$ cat src/slsp_pkg.sv
package slsp_pkg;

   // ----------------------------------------------------------------
   // Geometry
   // ----------------------------------------------------------------
   localparam int LANES      = 1;             // Lanes in the channel
   localparam int LANE_BITS  = 64;            // Data bits per lane
   localparam int LANE_BYTES = 8;             // Keep bits per lane
   localparam int DATA_W     = LANE_BITS * LANES;
   localparam int KEEP_W     = LANE_BYTES * LANES;
   localparam int CNT_W      = $clog2(KEEP_W + 1);
   localparam int FIFO_DEPTH = 16;            // Transmit buffer words
   localparam int BEAT_W     = DATA_W + KEEP_W + 1;

   // ----------------------------------------------------------------
   // Reset and full-count values
   // ----------------------------------------------------------------
   localparam logic [DATA_W-1:0] DATA_RST = '0;
   localparam logic [KEEP_W-1:0] KEEP_ALL = '1;
   localparam logic [CNT_W-1:0]  CNT_RST  = '0;
   localparam logic [CNT_W-1:0]  CNT_FULL = CNT_W'(KEEP_W);

   // ----------------------------------------------------------------
   // Link block kinds
   // ----------------------------------------------------------------
   typedef enum logic [1:0] {
      SLSP_BLK_IDLE = 2'b00,
      SLSP_BLK_DATA = 2'b01,
      SLSP_BLK_SEP  = 2'b10
   } slsp_blk_type;

   // Number of set keep bits
   function automatic logic [CNT_W-1:0] slsp_ones(input logic [KEEP_W-1:0] keep);
      logic [CNT_W-1:0] n;
      n = '0;
      for (int i = 0; i < KEEP_W; i++) begin
         n = n + CNT_W'(keep[i]);
      end
      return n;
   endfunction

   // Contiguous low-justified keep mask of a byte count
   function automatic logic [KEEP_W-1:0] slsp_mask(input logic [CNT_W-1:0] cnt);
      logic [KEEP_W-1:0] m;
      m = '0;
      for (int i = 0; i < KEEP_W; i++) begin
         m[i] = (CNT_W'(i) < cnt);
      end
      return m;
   endfunction

endpackage

$ cat src/slsp_if.sv
`timescale 1ns/10ps
interface slsp_if;
   import slsp_pkg::*;

   // ----------------------------------------------------------------
   // Transmit and receive user streams
   // ----------------------------------------------------------------
   logic [DATA_W-1:0] tx_data;
   logic [KEEP_W-1:0] tx_keep;
   logic              tx_last;
   logic              tx_valid;
   logic              tx_ready;
   logic [DATA_W-1:0] rx_data;
   logic [KEEP_W-1:0] rx_keep;
   logic              rx_last;
   logic              rx_valid;

   modport dev (input tx_data, tx_keep, tx_last, tx_valid, output tx_ready,
                output rx_data, rx_keep, rx_last, rx_valid);
   modport usr (output tx_data, tx_keep, tx_last, tx_valid, input tx_ready,
                input rx_data, rx_keep, rx_last, rx_valid);
endinterface

$ cat src/slsp_dev.sv
`timescale 1ns/10ps

// ------------------------------------------------------------------
// Transmit buffer
// ------------------------------------------------------------------
module slsp_fifo
   import slsp_pkg::*;
#(
   parameter int WIDTH = BEAT_W,
   parameter int DEPTH = FIFO_DEPTH
) (
   input  wire logic             i_clk,
   input  wire logic             i_rst_b,
   input  wire logic             i_ce,
   input  wire logic             i_valid,
   input  wire logic [WIDTH-1:0] i_data,
   output logic                  o_ready,
   output logic                  o_valid,
   output logic [WIDTH-1:0]      o_data,
   input  wire logic             i_ready
);
   localparam int PW = $clog2(DEPTH);

   logic [WIDTH-1:0] mem [DEPTH];
   logic [PW-1:0]    wr_reg, wr_next;
   logic [PW-1:0]    rd_reg, rd_next;
   logic [PW:0]      cnt_reg, cnt_next;
   logic             push;
   logic             pop;

   // Honest full and empty flags
   assign o_ready = (cnt_reg != (PW+1)'(DEPTH));
   assign o_valid = (cnt_reg != '0);
   assign o_data  = mem[rd_reg];
   assign push    = i_ce && i_valid && o_ready;
   assign pop     = i_ce && i_ready && o_valid;

   // Pointer and count update
   always_comb begin
      wr_next  = push ? wr_reg + PW'(1) : wr_reg;
      rd_next  = pop ? rd_reg + PW'(1) : rd_reg;
      cnt_next = cnt_reg + (PW+1)'(push) - (PW+1)'(pop);
   end

   // Storage, no reset needed
   always_ff @(posedge i_clk) begin
      if (push) begin
         mem[wr_reg] <= i_data;
      end
   end

   // Pointer registers
   always_ff @(posedge i_clk or negedge i_rst_b) begin
      if (!i_rst_b) begin
         wr_reg  <= '0;
         rd_reg  <= '0;
         cnt_reg <= '0;
      end else begin
         wr_reg  <= wr_next;
         rd_reg  <= rd_next;
         cnt_reg <= cnt_next;
      end
   end
endmodule

// ------------------------------------------------------------------
// Device end of the user stream port
// ------------------------------------------------------------------
module slsp_dev
   import slsp_pkg::*;
#(
   parameter bit FRAMED = 1'b1
) (
   input  wire logic              i_clk,
   input  wire logic              i_rst_b,
   input  wire logic              i_ce,
   slsp_if.dev                    bus,
   input  wire logic              i_ltx_ready,
   output slsp_blk_type           o_ltx_kind,
   output logic [DATA_W-1:0]      o_ltx_data,
   output logic [CNT_W-1:0]       o_ltx_count,
   output logic                   o_ltx_in_frame,
   input  wire slsp_blk_type      i_lrx_kind,
   input  wire logic [DATA_W-1:0] i_lrx_data,
   input  wire logic [CNT_W-1:0]  i_lrx_count
);
   typedef enum logic {
      SLSP_TX_GAP   = 1'b0,
      SLSP_TX_FRAME = 1'b1
   } slsp_txs_type;

   logic [BEAT_W-1:0] beat_in;
   logic [BEAT_W-1:0] beat_out;
   logic              buf_valid;
   logic              beat_last;
   logic [KEEP_W-1:0] beat_keep;
   logic [DATA_W-1:0] beat_data;
   logic              drain;

   slsp_txs_type      st_reg, st_next;
   slsp_blk_type      kind_reg, kind_next;
   logic [DATA_W-1:0] ltx_data_reg, ltx_data_next;
   logic [CNT_W-1:0]  ltx_cnt_reg, ltx_cnt_next;

   logic [DATA_W-1:0] rx_data_reg, rx_data_next;
   logic [KEEP_W-1:0] rx_keep_reg, rx_keep_next;
   logic              rx_last_reg, rx_last_next;
   logic              rx_valid_reg, rx_valid_next;

   // ----------------------------------------------------------------
   // Transmit side
   // ----------------------------------------------------------------

   // Streaming variant drops last and keep
   assign beat_in = {FRAMED && bus.tx_last, bus.tx_keep, bus.tx_data};

   // Ready is buffer space; push only on ready and valid
   slsp_fifo #(
      .WIDTH (BEAT_W),
      .DEPTH (FIFO_DEPTH)
   ) i_slsp_fifo (
      .i_clk   (i_clk),
      .i_rst_b (i_rst_b),
      .i_ce    (i_ce),
      .i_valid (bus.tx_valid),
      .i_data  (beat_in),
      .o_ready (bus.tx_ready),
      .o_valid (buf_valid),
      .o_data  (beat_out),
      .i_ready (drain)
   );

   assign {beat_last, beat_keep, beat_data} = beat_out;
   assign drain = i_ltx_ready;

   // Block selection toward the link
   always_comb begin
      st_next       = st_reg;
      kind_next     = kind_reg;
      ltx_data_next = ltx_data_reg;
      ltx_cnt_next  = ltx_cnt_reg;
      if (i_ce && i_ltx_ready) begin
         if (buf_valid) begin
            ltx_data_next = beat_data;
            if (beat_last) begin
               kind_next    = SLSP_BLK_SEP;
               ltx_cnt_next = slsp_ones(beat_keep);
               st_next      = SLSP_TX_GAP;
            end else begin
               kind_next    = SLSP_BLK_DATA;
               ltx_cnt_next = CNT_FULL;
               st_next      = SLSP_TX_FRAME;
            end
         end else begin
            kind_next    = SLSP_BLK_IDLE;
            ltx_cnt_next = CNT_RST;
         end
      end
   end

   // Transmit registers
   always_ff @(posedge i_clk or negedge i_rst_b) begin
      if (!i_rst_b) begin
         st_reg       <= SLSP_TX_GAP;
         kind_reg     <= SLSP_BLK_IDLE;
         ltx_data_reg <= DATA_RST;
         ltx_cnt_reg  <= CNT_RST;
      end else begin
         st_reg       <= st_next;
         kind_reg     <= kind_next;
         ltx_data_reg <= ltx_data_next;
         ltx_cnt_reg  <= ltx_cnt_next;
      end
   end

   assign o_ltx_kind     = kind_reg;
   assign o_ltx_data     = ltx_data_reg;
   assign o_ltx_count    = ltx_cnt_reg;
   assign o_ltx_in_frame = FRAMED && (st_reg == SLSP_TX_FRAME);

   // ----------------------------------------------------------------
   // Receive side
   // ----------------------------------------------------------------

   // Present link blocks to the application
   always_comb begin
      rx_data_next  = rx_data_reg;
      rx_keep_next  = rx_keep_reg;
      rx_last_next  = rx_last_reg;
      rx_valid_next = rx_valid_reg;
      if (i_ce) begin
         rx_valid_next = 1'b0;
         rx_last_next  = 1'b0;
         rx_keep_next  = KEEP_ALL;
         unique case (i_lrx_kind)
            SLSP_BLK_DATA: begin
               rx_valid_next = 1'b1;
               rx_data_next  = i_lrx_data;
            end
            SLSP_BLK_SEP: begin
               rx_valid_next = (i_lrx_count != CNT_RST);
               rx_data_next  = i_lrx_data;
               rx_last_next  = FRAMED && (i_lrx_count != CNT_RST);
               rx_keep_next  = FRAMED ? slsp_mask(i_lrx_count) : KEEP_ALL;
            end
            default: begin
               rx_valid_next = 1'b0;
            end
         endcase
      end
   end

   // Receive registers
   always_ff @(posedge i_clk or negedge i_rst_b) begin
      if (!i_rst_b) begin
         rx_data_reg  <= DATA_RST;
         rx_keep_reg  <= KEEP_ALL;
         rx_last_reg  <= 1'b0;
         rx_valid_reg <= 1'b0;
      end else begin
         rx_data_reg  <= rx_data_next;
         rx_keep_reg  <= rx_keep_next;
         rx_last_reg  <= rx_last_next;
         rx_valid_reg <= rx_valid_next;
      end
   end

   assign bus.rx_data  = rx_data_reg;
   assign bus.rx_keep  = rx_keep_reg;
   assign bus.rx_last  = rx_last_reg;
   assign bus.rx_valid = rx_valid_reg;
endmodule

$ cat src/flat_wrapper.sv
// flat-port wrapper written by rule: the top's interface ports become plain ports
module slsp_dev_flat import slsp_pkg::*;
#(
   parameter bit FRAMED = 1'b1
)
  (i_clk, i_rst_b, i_ce, i_ltx_ready, o_ltx_kind, o_ltx_data, o_ltx_count, o_ltx_in_frame, i_lrx_kind, i_lrx_data, i_lrx_count, bus_tx_data, bus_tx_keep, bus_tx_last, bus_tx_valid, bus_tx_ready, bus_rx_data, bus_rx_keep, bus_rx_last, bus_rx_valid);
  slsp_if bus_i ();
  input  wire logic i_clk;
  input  wire logic i_rst_b;
  input  wire logic i_ce;
  input  wire logic i_ltx_ready;
  output slsp_blk_type o_ltx_kind;
  output logic [DATA_W-1:0] o_ltx_data;
  output logic [CNT_W-1:0] o_ltx_count;
  output logic o_ltx_in_frame;
  input  wire slsp_blk_type i_lrx_kind;
  input  wire logic [DATA_W-1:0] i_lrx_data;
  input  wire logic [CNT_W-1:0] i_lrx_count;
  input wire logic [$bits(bus_i.tx_data)-1:0] bus_tx_data;
  input wire logic [$bits(bus_i.tx_keep)-1:0] bus_tx_keep;
  input wire logic [$bits(bus_i.tx_last)-1:0] bus_tx_last;
  input wire logic [$bits(bus_i.tx_valid)-1:0] bus_tx_valid;
  output wire logic [$bits(bus_i.tx_ready)-1:0] bus_tx_ready;
  output wire logic [$bits(bus_i.rx_data)-1:0] bus_rx_data;
  output wire logic [$bits(bus_i.rx_keep)-1:0] bus_rx_keep;
  output wire logic [$bits(bus_i.rx_last)-1:0] bus_rx_last;
  output wire logic [$bits(bus_i.rx_valid)-1:0] bus_rx_valid;
  assign bus_i.tx_data = bus_tx_data;
  assign bus_i.tx_keep = bus_tx_keep;
  assign bus_i.tx_last = bus_tx_last;
  assign bus_i.tx_valid = bus_tx_valid;
  assign bus_tx_ready = bus_i.tx_ready;
  assign bus_rx_data = bus_i.rx_data;
  assign bus_rx_keep = bus_i.rx_keep;
  assign bus_rx_last = bus_i.rx_last;
  assign bus_rx_valid = bus_i.rx_valid;
  slsp_dev #(.FRAMED(FRAMED)) u_core (.i_clk(i_clk), .i_rst_b(i_rst_b), .i_ce(i_ce), .bus(bus_i), .i_ltx_ready(i_ltx_ready), .o_ltx_kind(o_ltx_kind), .o_ltx_data(o_ltx_data), .o_ltx_count(o_ltx_count), .o_ltx_in_frame(o_ltx_in_frame), .i_lrx_kind(i_lrx_kind), .i_lrx_data(i_lrx_data), .i_lrx_count(i_lrx_count));
endmodule
$ cat config.mk
export PLATFORM = sky130hd
export DESIGN_NAME = slsp_dev_flat
export DESIGN_NICKNAME = d
export VERILOG_FILES = /design/src/slsp_pkg.sv /design/src/slsp_if.sv /design/src/slsp_dev.sv /design/src/flat_wrapper.sv
export SDC_FILE = /design/constraint.sdc
export NUM_CORES = 1
export LEC_CHECK = 0
export CAP_MARGIN = 0
export CORE_UTILIZATION = 30
export CTS_CLUSTER_SIZE = 28
export DETAILED_ROUTE_END_ITERATION = 12
export DONT_BUFFER_PORTS = 1
export GPL_TIMING_DRIVEN = 0
export HOLD_SLACK_MARGIN = 0.05
export SLEW_MARGIN = 20
export SYNTH_ARGS = -nofsm -noshare
export SYNTH_HDL_FRONTEND = slang
export SYNTH_SLANG_ARGS = --single-unit
$ cat constraint.sdc
create_clock -name i_clk -period 9 [get_ports i_clk]
set_input_delay 0.9 -clock i_clk [delete_from_list [all_inputs] [get_ports i_clk]]
set_output_delay 0.9 -clock i_clk [all_outputs]
set_load 0.01 [all_outputs]
==> results <==
- In the final routing, the length of wire on met1 measures 50,900 um.
- The critical path contains buffers and inverters numbering 6 combined.
- Summed over all cells, the static leakage comes to 19.7 nW.
- The area enclosed by the die boundary is 170,000 um^2.
- The detailed-routing iteration count for the pre-antenna-repair pass is 5.
- The peak supply drop is 223 uV.
- Buffers inserted during clock tree synthesis total 137.
- The required time at the worst-slack endpoint is 9.66 ns.
- The min-delay analysis places its worst path in the category input pin to register.
- The summed negative setup slack over all endpoints is 0 ns.
- The number of distinct standard cells referenced by the synthesized netlist is 57.
- In this run, synthesis inferred 1,168 flip-flops with an integrated enable.
- Counting the fill cells in the layout gives 15,300.
- The launch instance of the worst register-to-register path is u_core.i_slsp_fifo.rd_reg[2]$_DFFE_PN0P_.
- The main flop type after synthesis is sky130_fd_sc_hd__edfxtp_1.
- At the placement stage, the worst setup path has a slack of 4.13 ns.
- The critical path goes through buf_2, buf_4, buf_4, buf_2, buf_2, mux4_2, ha_1, fa_1, inv_1, fa_1, fa_1, fa_1, xnor2_1, a32o_1.
- The placeable core region is 167,000 um^2.
- In this run the power density over the cells is 298 nW/um^2.
- The maximum root-to-sink buffer count is 3.
- Setup repair after global routing left no endpoint under its margin.
- The count of nets left with antenna violations once routing finished came out at 0.
- The clock slew seen by the registers of the worst setup and hold paths is 0.06 ns.
- Buffers placed on the I/O ports in this run total 0.
- The maximum fanout count along the critical path is 10.
- The initial utilization of the core area, before any placement, comes to 0.302.
- The routed design uses 65,100 um of met2 wire.
- The arrival time of data at the critical path endpoint is 5.52 ns.
- The setup path with the least slack is of type register to register.
- In this run the clock root is driven by a sky130_fd_sc_hd__clkbuf_16.
- After routing the design area is 59,600 um^2.
- The clock insertion delay at the later pin of the skew report is 0.79 ns.
- The clock net in this run drives a total of 1,326 sinks.
- For this run, the total global-route usage over all layers was measured as 0.156.
- The number of placement rows is 150.
- In the final layout, the share of cells above drive strength 1 is 0.260.
- STA classifies the critical path startpoint as a register.
- The post-route worst hold slack is 0.207 ns.
- The post-route worst setup slack is 4.14 ns.
- The number of gates resized after CTS was 0.
- The startpoint of the worst setup timing path is u_core.i_slsp_fifo.rd_reg[2]$_DFFE_PN0P_.
- The share of flip-flops with an asynchronous set or reset after synthesis is 0.119.
- The area of the mapped netlist is 50,500 um^2.
- The synthesized net count is 2,577.
- The delay of the slowest cell on the worst path is 0.49 ns.
- The die is 412 um tall.
- The number of violations reported at the end of detailed-routing iteration 0 is 2,139.
- The warning count from the yosys run is 0.
- The wire length after detailed routing is 132,000 um.
- The initial antenna violation count was 0.
- Detailed routing inserted a total of 24,500 vias.
- Counting stages on the worst path, the most repeated cell is sky130_fd_sc_hd__fa_1.
- The maximum number of pins on one net before global-route repair is 159.
- The flip-flop count of the largest register, all copies and words added is 1,168.
- The gate count after technology mapping is 2,408.
- Using the TritonRoute via totals, the vias-per-cell ratio works out to 4.93.
- The startpoint identified for the worst hold timing path is bus_tx_data[39].
- Excluding fillers, the count of instances in the completed layout stands at 4,972.
- The clock period minus worst slack is 4.86 ns.
- At the pin with the least slew margin, the transition time is 1.12 ns.
- Between clock sinks in the finished design, the worst skew comes to 0.0257 ns.
- The total placed instance area is 55,100 um^2.
- The highest signal layer in the routed design is met4.
- The first global-routing pass estimated 188,000 um of wire.
- Counting tap cells, the placed design contains a total of 4,717 instances.
- The kind of cell with the highest combined delay on the critical path is adder cells.
- The max capacitance violation total is 0.
- The relative slew slack is 0.249.
- The kind of end point of the critical path is a register.
- The average wire per standard cell is 26.6 um.
- The upper clock frequency limit is 206 MHz.
- Setup violations remaining at the end of the flow were counted as 0.
- The share of the Yosys chip area taken by registers is 0.774.
- The final critical-path share of the clock period is 0.540.
- Summed over all nets, wire length on met3 after detailed routing comes to 12,900 um.
- After global routing the overflow that remains totals 0.
- The mean area per synthesized cell is 21.0 um^2.
- Detailed placement ended at an HPWL of 88,800 um.
- The clock tree from TritonCTS is built.
- The run finished with clean final reports.
- The area growth from synthesis to layout is 18.0%.
- The total count of hold-check failures in the final report is 0.
- The slowest stage of the critical path is the sky130_fd_sc_hd__fa_1 cell.
- At the end of routability-driven placement, the weighted congestion stood at 0.742.
- In this run, synthesis produced a sequential element count of 1,326.
- The via count of the first global-routing pass is 25,100.
- The H-tree was split into 4 levels.
- The number of slew-limit violations in the final report came to 0.
- The net count reported at finish is 2,824.
- Pin placement for this block handled 294 I/O pins.
- In the routed design, unresolved DRC markers number 0.
- The floorplan step set the die width to 412 um.
through the flow:
stage | total power [W] | utilization
after floorplan | 0.0107 | -
after global placement | 0.0123 | 0.319
after detailed placement | 0.0124 | 0.330
after CTS | 0.0180 | 0.356
after global routing | 0.0185 | 0.357
final | 0.0178 | 0.357
synth_stat cells (2+ instances only):
cell type | number | share of area
sky130_fd_sc_hd__a211oi_1 | 2 | 0.00030
sky130_fd_sc_hd__a21oi_1 | 8 | 0.00079
sky130_fd_sc_hd__a22oi_1 | 159 | 0.024
sky130_fd_sc_hd__a31oi_1 | 14 | 0.0017
sky130_fd_sc_hd__a32o_1 | 3 | 0.00060
sky130_fd_sc_hd__a32oi_1 | 53 | 0.0092
sky130_fd_sc_hd__and2_1 | 2 | 0.00025
sky130_fd_sc_hd__buf_1 | 7 | 0.00052
sky130_fd_sc_hd__buf_12 | 2 | 0.00079
sky130_fd_sc_hd__buf_2 | 71 | 0.0070
sky130_fd_sc_hd__buf_4 | 12 | 0.0018
sky130_fd_sc_hd__buf_6 | 19 | 0.0042
sky130_fd_sc_hd__clkbuf_1 | 22 | 0.0016
sky130_fd_sc_hd__dfrtp_1 | 150 | 0.074
sky130_fd_sc_hd__dfstp_2 | 8 | 0.0042
sky130_fd_sc_hd__edfxtp_1 | 1168 | 0.70
sky130_fd_sc_hd__fa_1 | 5 | 0.0020
sky130_fd_sc_hd__ha_1 | 16 | 0.0040
sky130_fd_sc_hd__inv_1 | 23 | 0.0017
sky130_fd_sc_hd__mux2_2 | 81 | 0.018
sky130_fd_sc_hd__mux2i_1 | 224 | 0.044
sky130_fd_sc_hd__mux4_1 | 5 | 0.0026
sky130_fd_sc_hd__mux4_2 | 187 | 0.083
sky130_fd_sc_hd__nand2_1 | 67 | 0.0050
sky130_fd_sc_hd__nand2b_1 | 4 | 0.00050
sky130_fd_sc_hd__nor2_1 | 28 | 0.0021
sky130_fd_sc_hd__nor2_2 | 2 | 0.00025
sky130_fd_sc_hd__nor2b_1 | 7 | 0.00087
sky130_fd_sc_hd__nor3_1 | 6 | 0.00060
sky130_fd_sc_hd__nor3_2 | 3 | 0.00060
sky130_fd_sc_hd__o21ai_0 | 5 | 0.00050
sky130_fd_sc_hd__o22ai_1 | 11 | 0.0014
sky130_fd_sc_hd__xnor2_1 | 9 | 0.0016
sky130_fd_sc_hd__xor2_1 | 2 | 0.00035
report_power, final:
group	switching, W	leakage, nW	internal (W)
Clock	0.00239	2.18	0.00320
Sequential	0.000505	12.4	0.00721
Combinational	0.00250	5.08	0.00196
worst reg2reg max path: stages, from the launching register on:
cell and delay, ns:
sky130_fd_sc_hd__dfrtp_1 0.32, sky130_fd_sc_hd__buf_2 0.17, sky130_fd_sc_hd__buf_4 0.25, sky130_fd_sc_hd__buf_4 0.25
sky130_fd_sc_hd__buf_2 0.35, sky130_fd_sc_hd__buf_2 0.41, sky130_fd_sc_hd__mux4_2 0.41, sky130_fd_sc_hd__ha_1 0.31
sky130_fd_sc_hd__fa_1 0.49, sky130_fd_sc_hd__inv_1 0.05, sky130_fd_sc_hd__fa_1 0.46, sky130_fd_sc_hd__fa_1 0.44
sky130_fd_sc_hd__fa_1 0.45, sky130_fd_sc_hd__xnor2_1 0.14, sky130_fd_sc_hd__a32o_1 0.25
routing by layer:
layer,GRT usage,vias to the layer above
met1,0.187,13100
met3,0.0574,186
met2,0.258,816
li1,-,10500
met4,0.0477,0
met5,0,-
kinds of logic (layout without fill, tap and decap cells):
family,count (synthesis),count (layout),synth area share
buf+inv,159,518,0.0180
mux,497,497,0.149
other cells,0,1,0
xor+xnor,11,11,0.00191
compound gates,264,264,0.0397
simple gates,130,130,0.0123
flops,1326,1326,0.774
fa+ha+maj,21,21,0.00595
layout make-up:
class / count / area [um^2] / share of cell area
Timing Repair Buffer: 108 / 1790 / 0.0301
Tap cell: 2204 / 2760 / 0.0463
Buffer: 134 / 815 / 0.0137
Sequential cell: 1326 / 39000 / 0.655
Multi-Input combinational cell: 923 / 10600 / 0.179
Clock buffer: 184 / 3780 / 0.0634
Inverter: 25 / 93.8 / 0.00158
Antenna cell: 1 / 2.50 / 0.0000420
Clock inverter: 67 / 654 / 0.0110
worst paths after layout:
check                                                      endpoint  slack, ns  cells past startpoint
max in group asynchronous         u_core.o_ltx_data[42]$_DFFE_PN0P_       7.26                      3
setup reg to reg                  u_core.o_ltx_count[2]$_DFFE_PN0P_       4.14                     14
hold / removal             u_core.i_slsp_fifo.mem[15][39]$_DFFE_PP_       0.21                      0
min in group asynchronous        u_core.bus.rx_data[30]$_DFFE_PN0P_       0.67                      2
hold reg to reg                   u_core.bus.rx_keep[1]$_DFFE_PN1P_       0.53                      2
setup / recovery                  u_core.o_ltx_count[2]$_DFFE_PN0P_       4.14                     14
cell usage in the layout (no fill, tap or decap), drive strengths merged, types with 2 or more instances in the layout:
cell,netlist,final
a211oi,2,2
a21oi,8,8
a22oi,159,159
a31oi,14,14
a32o,3,3
a32oi,53,53
and2,2,2
buf,111,218
bufinv,0,8
clkbuf,23,207
clkinv,1,47
clkinvlp,0,4
dfrtp,150,150
dfstp,8,8
edfxtp,1168,1168
fa,5,5
ha,16,16
inv,24,33
mux2,81,81
mux2i,224,224
mux4,192,192
nand2,67,67
nand2b,4,4
nor2,30,30
nor2b,7,7
nor3,9,9
nor4,2,2
o21ai,5,5
o22ai,11,11
xnor2,9,9
xor2,2,2
what timing repair did:
item                                    CTS  global route
setup buffers                             0             0
hold buffers                              1             1
endpoints found under the setup margin    0             0
endpoints found under the hold margin   158            55
(Power assumes the default switching activity.)
